## config.mk

```make
export PLATFORM = sky130hd
export DESIGN_NAME = timer_time_base
export DESIGN_NICKNAME = d
export VERILOG_FILES = /design/src/core/timer_pkg.sv /design/src/core/timer_time_base.sv
export SDC_FILE = /design/constraint.sdc
export NUM_CORES = 1
export LEC_CHECK = 0
export BUFFER_PORTS_ARGS = -buffer_cell sky130_fd_sc_hd__clkbuf_2
export CORE_MARGIN = 2
export CORE_UTILIZATION = 60
export DETAILED_ROUTE_END_ITERATION = 10
export GPL_TIMING_DRIVEN = 0
export HOLD_SLACK_MARGIN = 0.02
export MAX_ROUTING_LAYER = met4
export PLACE_DENSITY = 0.81
export SYNTH_ARGS = -nofsm -noshare
export SYNTH_HDL_FRONTEND = slang
export SYNTH_SLANG_ARGS = --single-unit
export TNS_END_PERCENT = 20
```

## constraint.sdc

```tcl
create_clock -name CLK_I -period 9.8 [get_ports CLK_I]
set_input_delay 0.49 -clock CLK_I [delete_from_list [all_inputs] [get_ports CLK_I]]
set_output_delay 0.49 -clock CLK_I [all_outputs]
set_load 0.01 [all_outputs]
```

## src/core/timer_pkg.sv

```systemverilog
// Constants shared by the timer time base: register map, fields, resets.
package timer_pkg;

   // ---------------------------------------------------------------
   // Register offsets (byte addresses on the APB)
   // ---------------------------------------------------------------
   localparam logic [7:0] OFF_CONTROL_ONE = 8'h00;
   localparam logic [7:0] OFF_EVENT_TRIG  = 8'h04;
   localparam logic [7:0] OFF_STATUS_ONE  = 8'h08;
   localparam logic [7:0] OFF_COUNT       = 8'h0C;
   localparam logic [7:0] OFF_PRESCALE    = 8'h10;
   localparam logic [7:0] OFF_RELOAD      = 8'h14;
   localparam logic [7:0] OFF_REPEAT      = 8'h18;
   localparam logic [7:0] OFF_SLAVE_MODE  = 8'h1C;

   // ---------------------------------------------------------------
   // Field positions
   // ---------------------------------------------------------------
   localparam int unsigned CTL_RUN_BIT     = 0;
   localparam int unsigned CTL_INHIBIT_BIT = 1;
   localparam int unsigned CTL_FILTER_BIT  = 2;
   localparam int unsigned CTL_DIR_BIT     = 4;
   localparam int unsigned CTL_CMS_LSB     = 5;
   localparam int unsigned CTL_RELOAD_BUFFER_ENABLE_BIT    = 7;
   localparam int unsigned EVT_FORCE_BIT   = 0;
   localparam int unsigned STS_FLAG_BIT    = 0;
   localparam int unsigned SLV_SMS_LSB     = 0;
   localparam int unsigned SLV_ECE_BIT     = 3;
   localparam int unsigned SLV_TSEL_BIT    = 4;

   // ---------------------------------------------------------------
   // Encodings and reset values
   // ---------------------------------------------------------------
   localparam logic [1:0]  CMS_EDGE       = 2'h0;
   localparam logic [2:0]  SMS_OFF        = 3'h0;
   localparam logic [2:0]  SMS_RESET      = 3'h4;
   localparam logic [2:0]  SMS_EXT_CLOCK  = 3'h7;
   localparam logic [15:0] RST_RELOAD     = 16'hFFFF;
   localparam logic [15:0] RST_PRESCALE   = 16'h0000;
   localparam logic [15:0] RST_COUNT      = 16'h0000;
   localparam logic [7:0]  RST_REPEAT     = 8'h00;

   // Prescaler clock source, one-hot
   typedef enum logic [3:0] {
      SRC_INTERNAL = 4'b0001,
      SRC_TIMER_PIN = 4'b0010,
      SRC_EXT_TRIG = 4'b0100,
      SRC_INT_TRIG = 4'b1000
   } clk_src_t;

endpackage

```

## src/core/timer_time_base.sv

```systemverilog
// Time base of a 16-bit timer: prescaler, counter, repetition, APB regs.
//
// The APB register port and the placing of the registers are this design's own decisions.
`timescale 1ns/10ps
`default_nettype none

// Summary of operation
// - Down mode counts reload value to zero, reloads, underflows, updates.
// - Force-update bit from software or trigger adds an update event.
// - Update inhibit blocks update events; shadows keep their values except unbuffered reload writes.
// - Down mode force restarts counter at reload value, prescaler at zero.
// - Source filter: forced update updates but leaves update flag clear.
// - Update copies prescale and reload preloads to shadows, sets flag.
// - Reload shadow refreshed before counter reload on same update.
// - Center mode: up to reload minus one, overflow, down to zero, under.
// - Center mode: direction ignores software, shows hardware direction.
// - Center mode force restarts counter and prescaler at zero.
// - Inhibited center mode keeps counting; repeat count acts at once.
// - Center counting starts in the direction last written.
// - Center count write: above reload keeps dir; 0 or reload sets it.
// - Counter-driven updates only when repetition counter is zero.
// - Repetition decrements on overflow, underflow, or both in center.
// - Eight-bit repetition gives at most 128 center-mode periods.
// - Forced update acts at once and reloads the repetition counter.
// - Prescaler source: system clock, timer pin, trigger pin, trigger in.
// - With slave modes off, run/force are software bits, dir too in edge modes; force clears.
// - Internal clock mode: prescaler runs once counter run is written 1.
// - Counter active follows counter run by one clock cycle.
// - Prescaler divides by programmed value plus one.
// - Up mode counts zero to reload value, restarts, overflows, updates.
module timer_time_base
   import timer_pkg::*;
#(
   parameter int unsigned CNT_W = 16,
   parameter int unsigned REP_W = 8
) (
   input  wire logic             CLK_I,
   input  wire logic             RESET_N_I,
   input  wire logic             PSEL_I,
   input  wire logic             PENABLE_I,
   input  wire logic             PWRITE_I,
   input  wire logic [7:0]       PADDR_I,
   input  wire logic [31:0]      PWDATA_I,
   input  wire logic             TIMER_INPUT_PIN_I,
   input  wire logic             EXTERNAL_TRIGGER_PIN_I,
   input  wire logic             INTERNAL_TRIGGER_IN_I,
   input  wire logic             TRIGGER_UPDATE_I,
   output logic      [31:0]      PRDATA_O,
   output logic                  PREADY_O,
   output logic                  PSLVERR_O,
   output logic                  UPDATE_EVENT_O,
   output logic                  UPDATE_FLAG_O,
   output logic                  OVERFLOW_O,
   output logic                  UNDERFLOW_O,
   output logic                  DIRECTION_O,
   output logic                  COUNTER_ACTIVE_O,
   output logic      [CNT_W-1:0] COUNT_VALUE_O
);

   // ---------------------------------------------------------------
   // Declarations
   // ---------------------------------------------------------------
   logic             run_ff, inhibit_ff, filter_ff, dir_ff, reload_buffer_enable_ff;
   logic [1:0]       cms_ff;
   logic [2:0]       sms_ff;
   logic             ece_ff, tsel_ff, active_ff, flag_ff;
   logic [CNT_W-1:0] psc_pre_ff, psc_act_ff, psc_cnt_ff;
   logic [CNT_W-1:0] arr_pre_ff, arr_sh_ff, cnt_ff;
   logic [REP_W-1:0] rep_val_ff, rep_cnt_ff;
   logic             ready_ff, slverr_ff, uev_ff, over_ff, under_ff;
   logic [31:0]      rdata_ff, rdata;
   logic [2:0]       sync1_ff, sync2_ff, sync3_ff;
   logic [2:0]       pin_edge;
   logic [2:0]       pin_in;
   logic [CNT_W-1:0] nxt_cnt, nxt_psc_cnt, arr_new, arr_m1;
   logic [REP_W-1:0] nxt_rep_cnt;
   logic             nxt_dir, nxt_flag;
   clk_src_t         src;

   // ---------------------------------------------------------------
   // APB decode
   // ---------------------------------------------------------------
   function automatic logic at(input logic [7:0] a, input logic [7:0] o);
      at = (a == o);
   endfunction

   // Writes land at the access edge, when the answer is sampled
   wire setup    = PSEL_I & ~PENABLE_I;
   wire wr       = PSEL_I & PENABLE_I & ready_ff & PWRITE_I;
   wire wr_ctrl  = wr & at(PADDR_I, OFF_CONTROL_ONE);
   wire wr_event = wr & at(PADDR_I, OFF_EVENT_TRIG);
   wire wr_stat  = wr & at(PADDR_I, OFF_STATUS_ONE);
   wire wr_count = wr & at(PADDR_I, OFF_COUNT);
   wire wr_psc   = wr & at(PADDR_I, OFF_PRESCALE);
   wire wr_arr   = wr & at(PADDR_I, OFF_RELOAD);
   wire wr_rep   = wr & at(PADDR_I, OFF_REPEAT);
   wire wr_slave = wr & at(PADDR_I, OFF_SLAVE_MODE);
   wire [CNT_W-1:0] wdata = PWDATA_I[CNT_W-1:0];

   // Read mux; the force bit always reads zero since it clears itself
   always_comb begin
      rdata = 32'h0000_0000;
      if (at(PADDR_I, OFF_CONTROL_ONE)) begin
         rdata[CTL_RUN_BIT]     = run_ff;
         rdata[CTL_INHIBIT_BIT] = inhibit_ff;
         rdata[CTL_FILTER_BIT]  = filter_ff;
         rdata[CTL_DIR_BIT]     = dir_ff;
         rdata[CTL_CMS_LSB+:2]  = cms_ff;
         rdata[CTL_RELOAD_BUFFER_ENABLE_BIT]    = reload_buffer_enable_ff;
      end else if (at(PADDR_I, OFF_STATUS_ONE)) begin
         rdata[STS_FLAG_BIT] = flag_ff;
      end else if (at(PADDR_I, OFF_COUNT)) begin
         rdata[CNT_W-1:0] = cnt_ff;
      end else if (at(PADDR_I, OFF_PRESCALE)) begin
         rdata[CNT_W-1:0] = psc_pre_ff;
      end else if (at(PADDR_I, OFF_RELOAD)) begin
         rdata[CNT_W-1:0] = arr_pre_ff;
      end else if (at(PADDR_I, OFF_REPEAT)) begin
         rdata[REP_W-1:0] = rep_val_ff;
      end else if (at(PADDR_I, OFF_SLAVE_MODE)) begin
         rdata[SLV_SMS_LSB+:3] = sms_ff;
         rdata[SLV_ECE_BIT]    = ece_ff;
         rdata[SLV_TSEL_BIT]   = tsel_ff;
      end
   end

   wire hit = at(PADDR_I, OFF_CONTROL_ONE) | at(PADDR_I, OFF_EVENT_TRIG) |
              at(PADDR_I, OFF_STATUS_ONE) | at(PADDR_I, OFF_COUNT) |
              at(PADDR_I, OFF_PRESCALE) | at(PADDR_I, OFF_RELOAD) |
              at(PADDR_I, OFF_REPEAT) | at(PADDR_I, OFF_SLAVE_MODE);

   // One wait-free access phase: ready rises right after setup
   always_ff @(posedge CLK_I or negedge RESET_N_I) begin
      if (!RESET_N_I) begin
         ready_ff  <= 1'b0;
         slverr_ff <= 1'b0;
         rdata_ff  <= 32'h0000_0000;
      end else begin
         ready_ff  <= setup;
         slverr_ff <= setup & ~hit;
         rdata_ff  <= setup ? rdata : 32'h0000_0000;
      end
   end

   // ---------------------------------------------------------------
   // Pin synchronisers and prescaler clock source
   // ---------------------------------------------------------------
   assign pin_in = {INTERNAL_TRIGGER_IN_I, EXTERNAL_TRIGGER_PIN_I,
                    TIMER_INPUT_PIN_I};

   // Two stages before use; third stage only for the rising-edge detect
   genvar g;
   generate
      for (g = 0; g < 3; g++) begin : g_sync
         always_ff @(posedge CLK_I or negedge RESET_N_I) begin
            if (!RESET_N_I) begin
               {sync3_ff[g], sync2_ff[g], sync1_ff[g]} <= 3'h0;
            end else begin
               {sync3_ff[g], sync2_ff[g], sync1_ff[g]} <=
                  {sync2_ff[g], sync1_ff[g], pin_in[g]};
            end
         end
         assign pin_edge[g] = sync2_ff[g] & ~sync3_ff[g];
      end
   endgenerate

   // Source choice; trigger pin mode wins over the slave clock mode
   assign src = ece_ff ? SRC_EXT_TRIG :
                (sms_ff != SMS_EXT_CLOCK) ? SRC_INTERNAL :
                tsel_ff ? SRC_INT_TRIG : SRC_TIMER_PIN;

   wire src_tick = (src == SRC_INTERNAL)  |
                   ((src == SRC_TIMER_PIN) & pin_edge[0]) |
                   ((src == SRC_EXT_TRIG)  & pin_edge[1]) |
                   ((src == SRC_INT_TRIG)  & pin_edge[2]);

   // ---------------------------------------------------------------
   // Count, event and update decode
   // ---------------------------------------------------------------
   wire center   = (cms_ff != CMS_EDGE);
   wire psc_tick = active_ff & src_tick;
   wire cnt_tick = psc_tick & (psc_cnt_ff == psc_act_ff);
   assign arr_m1 = arr_sh_ff - 1'b1;

   wire over  = cnt_tick & ~dir_ff &
                (center ? (cnt_ff == arr_m1) : (cnt_ff == arr_sh_ff));
   wire under = cnt_tick & dir_ff & (cnt_ff == '0);
   wire rep_event = over | under;
   wire rep_zero  = (rep_cnt_ff == '0);

   // Trigger-driven update only comes from the reset slave mode
   wire force_req = (wr_event & PWDATA_I[EVT_FORCE_BIT]) |
                    ((sms_ff == SMS_RESET) & TRIGGER_UPDATE_I);
   wire update_event = ~inhibit_ff &
              (force_req | (rep_event & rep_zero));
   wire flag_set = update_event & ~(force_req & filter_ff);

   // The new reload value is used by the reload on the same edge
   assign arr_new = update_event ? arr_pre_ff : arr_sh_ff;

   // Next count; a software write wins, then a forced restart
   always_comb begin
      nxt_cnt = cnt_ff;
      if (wr_count) begin
         nxt_cnt = wdata;
      end else if (force_req) begin
         nxt_cnt = (center | ~dir_ff) ? '0 : arr_new;
      end else if (cnt_tick) begin
         if (center) begin
            nxt_cnt = (over | (dir_ff & ~under)) ? cnt_ff - 1'b1 :
                      cnt_ff + 1'b1;
         end else if (dir_ff) begin
            nxt_cnt = under ? arr_new : cnt_ff - 1'b1;
         end else begin
            nxt_cnt = over ? '0 : cnt_ff + 1'b1;
         end
      end
   end

   // Direction: software owns it in edge modes, hardware in center mode
   always_comb begin
      nxt_dir = dir_ff;
      if (!center) begin
         if (wr_ctrl) begin
            nxt_dir = PWDATA_I[CTL_DIR_BIT];
         end
      end else if (wr_count) begin
         if (wdata == '0) begin
            nxt_dir = 1'b0;
         end else if (wdata == arr_sh_ff) begin
            nxt_dir = 1'b1;
         end
      end else if (force_req) begin
         nxt_dir = 1'b0;
      end else if (over) begin
         nxt_dir = 1'b1;
      end else if (under) begin
         nxt_dir = 1'b0;
      end
   end

   // Prescaler restarts on a force; the ratio itself waits for an update
   assign nxt_psc_cnt = force_req ? '0 :
                        cnt_tick ? '0 :
                        psc_tick ? psc_cnt_ff + 1'b1 : psc_cnt_ff;

   // Repetition has no preload, so a new count applies at once
   assign nxt_rep_cnt = force_req ? rep_val_ff :
                        rep_event ? (rep_zero ? rep_val_ff :
                                     rep_cnt_ff - 1'b1) : rep_cnt_ff;

   // Set wins over a software clear in the same cycle
   assign nxt_flag = flag_set | (flag_ff & ~(wr_stat &
                     ~PWDATA_I[STS_FLAG_BIT]));

   // ---------------------------------------------------------------
   // Control registers
   // ---------------------------------------------------------------
   always_ff @(posedge CLK_I or negedge RESET_N_I) begin
      if (!RESET_N_I) begin
         run_ff     <= 1'b0;
         inhibit_ff <= 1'b0;
         filter_ff  <= 1'b0;
         cms_ff     <= CMS_EDGE;
         reload_buffer_enable_ff    <= 1'b0;
         sms_ff     <= SMS_OFF;
         ece_ff     <= 1'b0;
         tsel_ff    <= 1'b0;
         active_ff  <= 1'b0;
      end else begin
         if (wr_ctrl) begin
            run_ff     <= PWDATA_I[CTL_RUN_BIT];
            inhibit_ff <= PWDATA_I[CTL_INHIBIT_BIT];
            filter_ff  <= PWDATA_I[CTL_FILTER_BIT];
            cms_ff     <= PWDATA_I[CTL_CMS_LSB+:2];
            reload_buffer_enable_ff    <= PWDATA_I[CTL_RELOAD_BUFFER_ENABLE_BIT];
         end
         if (wr_slave) begin
            sms_ff  <= PWDATA_I[SLV_SMS_LSB+:3];
            ece_ff  <= PWDATA_I[SLV_ECE_BIT];
            tsel_ff <= PWDATA_I[SLV_TSEL_BIT];
         end
         active_ff <= run_ff;
      end
   end

   // ---------------------------------------------------------------
   // Time base state, preloads and shadows
   // ---------------------------------------------------------------
   always_ff @(posedge CLK_I or negedge RESET_N_I) begin
      if (!RESET_N_I) begin
         psc_pre_ff <= RST_PRESCALE;
         psc_act_ff <= RST_PRESCALE;
         psc_cnt_ff <= RST_PRESCALE;
         arr_pre_ff <= RST_RELOAD;
         arr_sh_ff  <= RST_RELOAD;
         rep_val_ff <= RST_REPEAT;
         rep_cnt_ff <= RST_REPEAT;
         cnt_ff     <= RST_COUNT;
         dir_ff     <= 1'b0;
         flag_ff    <= 1'b0;
      end else begin
         if (wr_psc) psc_pre_ff <= wdata;
         if (wr_arr) arr_pre_ff <= wdata;
         if (wr_rep) rep_val_ff <= PWDATA_I[REP_W-1:0];
         // Shadow copies only on an update; unbuffered reload is direct
         if (update_event) begin
            psc_act_ff <= psc_pre_ff;
            arr_sh_ff  <= arr_pre_ff;
         end else if (wr_arr && !reload_buffer_enable_ff) begin
            arr_sh_ff <= wdata;
         end
         psc_cnt_ff <= nxt_psc_cnt;
         rep_cnt_ff <= nxt_rep_cnt;
         cnt_ff     <= nxt_cnt;
         dir_ff     <= nxt_dir;
         flag_ff    <= nxt_flag;
      end
   end

   // Event outputs are registered copies of the internal pulses
   always_ff @(posedge CLK_I or negedge RESET_N_I) begin
      if (!RESET_N_I) begin
         uev_ff   <= 1'b0;
         over_ff  <= 1'b0;
         under_ff <= 1'b0;
      end else begin
         uev_ff   <= update_event;
         over_ff  <= over;
         under_ff <= under;
      end
   end

   assign PRDATA_O         = rdata_ff;
   assign PREADY_O         = ready_ff;
   assign PSLVERR_O        = slverr_ff;
   assign UPDATE_EVENT_O   = uev_ff;
   assign UPDATE_FLAG_O    = flag_ff;
   assign OVERFLOW_O       = over_ff;
   assign UNDERFLOW_O      = under_ff;
   assign DIRECTION_O      = dir_ff;
   assign COUNTER_ACTIVE_O = active_ff;
   assign COUNT_VALUE_O    = cnt_ff;
endmodule

`default_nettype wire

```

# Yosys cells after proc, flatten, opt, wreduce, memory -nomap -nowiden
# Index checks and enable logic that the tools add are counted.
[word_totals]
out_inout_bits = 56
inputBits = 49
ff_bits = 156
elab_cells = 176
[op_classes]
muxes = 44
eq_ne = 19
n_bitwise = 61
addsub = 5
reduce_logical = 13
[op_table]
columns = ["cell", "count"]
rows = [
  ["$mux W16", 18],
  ["$eq A16 B16 Y1", 4],
  ["$mux W8", 6],
  ["$and A1 B1 Y1", 34],
  ["$add A16 B1 Y16 const B", 2],
  ["$eq A8 B5 Y1 const B", 4],
  ["$logic_not A16 Y1", 2],
  ["$sub A16 B1 Y16 const B", 2],
  ["$eq A8 B4 Y1 const B", 2],
  ["$logic_not A8 Y1", 2],
  ["$mux W4", 4],
  ["$or A1 B1 Y1", 16],
  ["$mux W15", 1],
  ["$mux W1", 11],
  ["$not A1 Y1", 11],
  ["$mux W5", 2],
  ["$eq A8 B3 Y1 const B", 1],
  ["$reduce_bool A2 Y1", 4],
  ["$sub A8 B1 Y8 const B", 1],
  ["$mux W3", 2],
  ["$reduce_bool A3 Y1", 2],
  ["$ne A5 B2 Y1 const B", 1],
  ["$eq A4 B1 Y1 const B", 1],
  ["$eq A4 B2 Y1 const B", 1],
  ["other kinds (8)", 8],
]

# Logic depth before layout (Yosys ltp)
[logic_depth]
depth_word = 23
mapped_depth = 17

# Worst setup path before layout
# No wires, ideal clock.
[synth_timing]
path_type = "flip-flop to flip-flop"
startpoint = "reg arr_sh_ff[0]"
endpoint = "reg cnt_ff[10], in the netlist COUNT_VALUE_O[10]"
path_stages_with_launch = 17
setup_time_ps = 126
path_buffers = 2
arrival_time_ps = 3709
slack_ps = 5965
t_required_ps = 9674
cell_sequence = "dfstp_2 -> buf_4 -> inv_1 -> ha_1 -> xnor2_1 -> or3_1 -> a2111oi_0 -> nand2_1 -> or4_1 -> or3_1 -> buf_6 -> nand2_8 -> nand2_4 -> clkinv_4 -> mux2_2 -> a221oi_1 -> nor2_1"
[synth_between]
elab_chain_len = 15
word_cells_on_any_way = 20
[synth_rtl]
columns = ["item", "line_no", "rtl"]
rows = [
  ["from (decl)", "timer_time_base.sv:68", "logic [CNT_W-1:0] arr_pre_ff, arr_sh_ff, cnt_ff;"],
  ["from (signal assigned)", "timer_time_base.sv:309", "arr_sh_ff <= arr_pre_ff;"],
  ["from (signal assigned)", "timer_time_base.sv:311", "arr_sh_ff <= wdata;"],
  ["$sub A16 B1 Y16", "timer_time_base.sv:183", "assign arr_m1 = arr_sh_ff - 1'b1;"],
  ["$eq A16 B16 Y1", "timer_time_base.sv:186", "(center ? (cnt_ff == arr_m1) : (cnt_ff == arr_sh_ff));"],
  ["$mux W1 *", "timer_time_base.sv:186", ""],
  ["$and A1 B1 Y1 *", "timer_time_base.sv:185", "wire over = cnt_tick & ~dir_ff &"],
  ["$or A1 B1 Y1", "timer_time_base.sv:188", "wire rep_event = over | under;"],
  ["$and A1 B1 Y1", "timer_time_base.sv:195", "(force_req | (rep_event & rep_zero));"],
  ["$or A1 B1 Y1", "timer_time_base.sv:195", ""],
  ["$and A1 B1 Y1", "timer_time_base.sv:194", "wire update_event = ~inhibit_ff &"],
  ["$mux W16", "timer_time_base.sv:199", "assign arr_new = update_event ? arr_pre_ff : arr_sh_ff;"],
  ["$mux W16", "timer_time_base.sv:213", "nxt_cnt = under ? arr_new : cnt_ff - 1'b1;"],
  ["$mux W16", "timer_time_base.sv:212", "end else if (dir_ff) begin"],
  ["$mux W16", "timer_time_base.sv:209", "if (center) begin"],
  ["$mux W16", "timer_time_base.sv:208", "end else if (cnt_tick) begin"],
  ["$mux W16 *", "timer_time_base.sv:206", "end else if (force_req) begin"],
  ["$mux W16 *", "timer_time_base.sv:204", "if (wr_count) begin"],
  ["to (signal assigned)", "timer_time_base.sv:315", "cnt_ff <= nxt_cnt;"],
  ["to (decl)", "timer_time_base.sv:68", ""],
]
# Mark *: on every way between the ends. The rest lies on a longest branch, timed or not. The select of a mux whose other input is x is not followed.
# A chain may end at the register's enable or synchronous reset.

# Worst setup path after layout
# Same ends and word-level chain as after synthesis.

==> summary.md <==
| Metric | Value |
|---|---|
| Post-CTS Resized | 0 |
| Max Buffers Root-to-Sink | 2 |
| Crit path kind | flip-flop to flip-flop |
| CTS buffer count | 17 |
| Met1 Routed Length | 13100 µm |
| Finish-stage setup viols | 0 |
| DR top layer | met4 |
| Startpoint Class | flip-flop |
| I/O Buffers | 63 |
| Die height | 131 µm |
| Clock root buffer | clkbuf_16 |
| Final worst-path cycle share | 0.519 |
| Post-synth top area share | 0.318 |
| Fraction of power spent switching nets | 0.272 |
| Worst Hold Depth | 1 |
| DRT Pass-1 Iters | 8 |
| RSZ-0062 raised after global routing | no |
| Power share of the clock group | 0.449 |
| Crit. End Element | flip-flop |
| CTS tree | yes |
| Most common cell in the netlist | nand2_1 |
| CP max FO | 8 |
| Critical Path AT | 5.39 ns |
| Hold buffer count at cts | 1 |
| Status | finished, final reports clean |
| Worst Reg-to-Reg Cells | 16 |
| Final Non-Filler Cells | 1390 |
| Slew HR | 0.239 |
| Hold slack | 0.161 ns |
| Internal Power | 1.14 mW |
| Post-synth EDFFs | 0 |
| Post-Route Setup TNS | 0 ns |
| DP Cell Count | 1357 |
| Reg2Reg Setup Slack | 4.71 ns |
| Seq pwr share | 0.424 |
| Hold Crit Class | primary input to flip-flop |
| Global-route wire length before repair | 48000 µm |
| Overall routing resource usage | 0.367 |
| Final core utilization | 0.696 |
| Asr flop ratio synth | 1.00 |
| Largest cells by area after synthesis | dfrtp_1, dfstp_2, mux2_2 |
| Endpoint, Worst Hold | sync1_ff[1]$_DFF_PN0_ |
| Vias per cell | 6.34 |
| GPL Wtd Cong | 0.985 |
| Via count | 8818 |
| DP Wirelength | 21800 µm |
| Yosys warns | 0 |
| Gr ovfl total | 0 |
| Area of the die | 17300 µm² |
| Library cells used by synthesis | 81 |
| Worst Tran Pin Value | 1.13 ns |
| Initial antenna violation count | 0 |
| Clock transition at path regs | 0.07 ns |
| Avg Cell Area, Syn | 9.18 µm² |
| Worst Skew | 0.0118 ns |
| Share of cells above drive strength 1 | 0.212 |
| Final antenna-violating net count | 0 |
| Post-DR wirelength/cell | 21.8 µm |
| RR Startpoint | arr_sh_ff[0]$_DFFE_PN1P_ |
| Post-route design area | 11100 µm² |
| Io pins | 105 |
| Psw | 427 µW |
| Top post-synthesis cells by count | nand2_1, dfrtp_1, nor2_1 |
| Top FF cell, synth | dfrtp_1 |
| Minimum clock period | 5.09 ns |
| Routed length on met2 | 13500 µm |
| Post-CTS setup buffers | 0 |
| Initial DRC count | 937 |
| Hold Vio Cnt, Final | 0 |
| Leak Pwr | 4.96 nW |
| Die W | 131 µm |
| Pwr per Cell Area | 142 nW/µm² |
| Hold Crit Start | EXTERNAL_TRIGGER_PIN_I |
| # nets final | 1216 |
| H-tree depth | 4 |
| Total wire length | 30300 µm |
| Initial Utilization | 0.614 |
| Max Cap Viol | 0 |
| CP required | 10.10 ns |
| Slew Limit Fails | 0 |
| Met3 WL post-DR | 2700 µm |
| Worst r2r dst | COUNT_VALUE_O[10]$_DFFE_PN0P_ |
| Syn Inst Count | 1062 |
| DRC viols | 0 |
| Max Clock Freq | 196 MHz |
| Worst vdd ir | 0.140 mV |
| Sequential element share of the synthesized area | 0.405 |
| Comb power frac | 0.126 |
| Post-place instance area | 10400 µm² |
| Largest net degree at the start of global routing | 119 |
| Post-Syn Area | 9750 µm² |
| FP Rows | 46 |
| Ant diodes | 0 |
| #FFs+latches synth | 156 |
| Clock sinks | 156 |
| Vias in the first global route | 8651 |
| Worst skew pair latency | 0.43 ns |
| Synth area leader | dfrtp_1 |
| Placeable core area | 15900 µm² |
| Synthesis-to-finish area growth | 13.4% |
## kinds of logic after synthesis
logic type	count (synthesis)	synth area share
AND/OR/NAND/NOR	387	0.193
buffers and inverters	113	0.0551
flip-flops	156	0.405
adder cells (fa/ha/maj)	6	0.00770
XOR/XNOR	86	0.0773
AO/OA/AOI/OAI	207	0.138
multiplexers	106	0.124
other	1	0.000385
## registers in the layout, indices dropped and copies added (netlist names), 2 cells and up
register       cells
sync1_ff           3
psc_pre_ff        16
arr_pre_ff        16
psc_act_ff        16
PRDATA_O          16
sms_ff             3
arr_sh_ff         16
sync2_ff           3
psc_cnt_ff        16
cms_ff             2
rep_cnt_ff         8
sync3_ff           3
COUNT_VALUE_O     16
rep_val_ff         8
## stage by stage
| stage | total power [mW] | setup WS, ns |
|---|---|---|
| 2_1_floorplan | 0.802 | 5.97 |
| 3_3_place_gp | 0.866 | 4.93 |
| 3_5_place_dp | 0.869 | 4.95 |
| 4_1_cts | 1.57 | 4.92 |
| 5_1_grt | 1.62 | 4.63 |
| 6_report | 1.57 | 4.71 |
## how the worst max path moves through the flow
stage | start | to
after floorplan | arr_sh_ff[0]$_DFFE_PN1P_ | COUNT_VALUE_O[10]$_DFFE_PN0P_
after global placement | arr_sh_ff[0]$_DFFE_PN1P_ | COUNT_VALUE_O[10]$_DFFE_PN0P_
after detailed placement | arr_sh_ff[0]$_DFFE_PN1P_ | COUNT_VALUE_O[10]$_DFFE_PN0P_
after CTS | arr_sh_ff[0]$_DFFE_PN1P_ | COUNT_VALUE_O[10]$_DFFE_PN0P_
after global routing | arr_sh_ff[0]$_DFFE_PN1P_ | COUNT_VALUE_O[10]$_DFFE_PN0P_
final | arr_sh_ff[0]$_DFFE_PN1P_ | COUNT_VALUE_O[10]$_DFFE_PN0P_
## power by group through the flow
stage / registers (mW) / logic (mW) / clock network (mW)
final: 0.666 / 0.198 / 0.705
after global routing: 0.666 / 0.216 / 0.736
after CTS: 0.665 / 0.194 / 0.706
after detailed placement: 0.677 / 0.192 / 0
after global placement: 0.676 / 0.190 / 0
after floorplan: 0.678 / 0.124 / 0
## cell usage in the layout (no fill, tap or decap), types with 6 or more instances in the layout
master	instances
nand2_1	129
dfrtp_1	124
nor2_1	99
mux2_2	63
clkbuf_2	62
clkbuf_1	58
o21ai_0	56
a21oi_1	49
xor2_1	43
xnor2_1	43
mux2i_1	35
dfstp_2	32
nand3_1	28
nor3_1	24
buf_4	20
inv_1	17
clkbuf_16	17
and3_1	16
conb_1	16
o22ai_1	15
nor4_1	14
or4_1	12
nand4_1	11
a22oi_1	11
or3_1	10
buf_2	8
o211ai_1	8
buf_1	7
a211oi_1	7
o31ai_1	6
nand2b_1	6
ha_1	6
## routing by layer
metal  vias to the layer above  GRT usage
li1                       3933          -
met1                      4276      0.513
met2                       532      0.536
met3                        77     0.0706
met4                         0      0.135
met5                         -          -
## final cells by class
type,count,area (µm²)
Clock buffer,19,443
Buffer,95,464
Multi-Input combinational cell,808,5330
Clock inverter,13,176
Inverter,18,72.6
Tap cell,216,270
Timing Repair Buffer,65,362
Sequential cell,156,3940
Fill cell,1314,4830
## worst max-delay path: stages, from the launching register on
cell	delay (ns)
dfstp_2	0.51
buf_4	0.19
inv_1	0.11
ha_1	0.31
xnor2_1	0.12
or3_1	0.30
a2111oi_0	0.86
nand2_1	0.25
or4_1	0.58
or3_1	0.37
buf_6	0.16
nand2_8	0.11
nand2_4	0.11
clkinv_4	0.12
mux2_2	0.34
a221oi_1	0.43
nor2_1	0.07
Power figures use the tool's default switching activity.
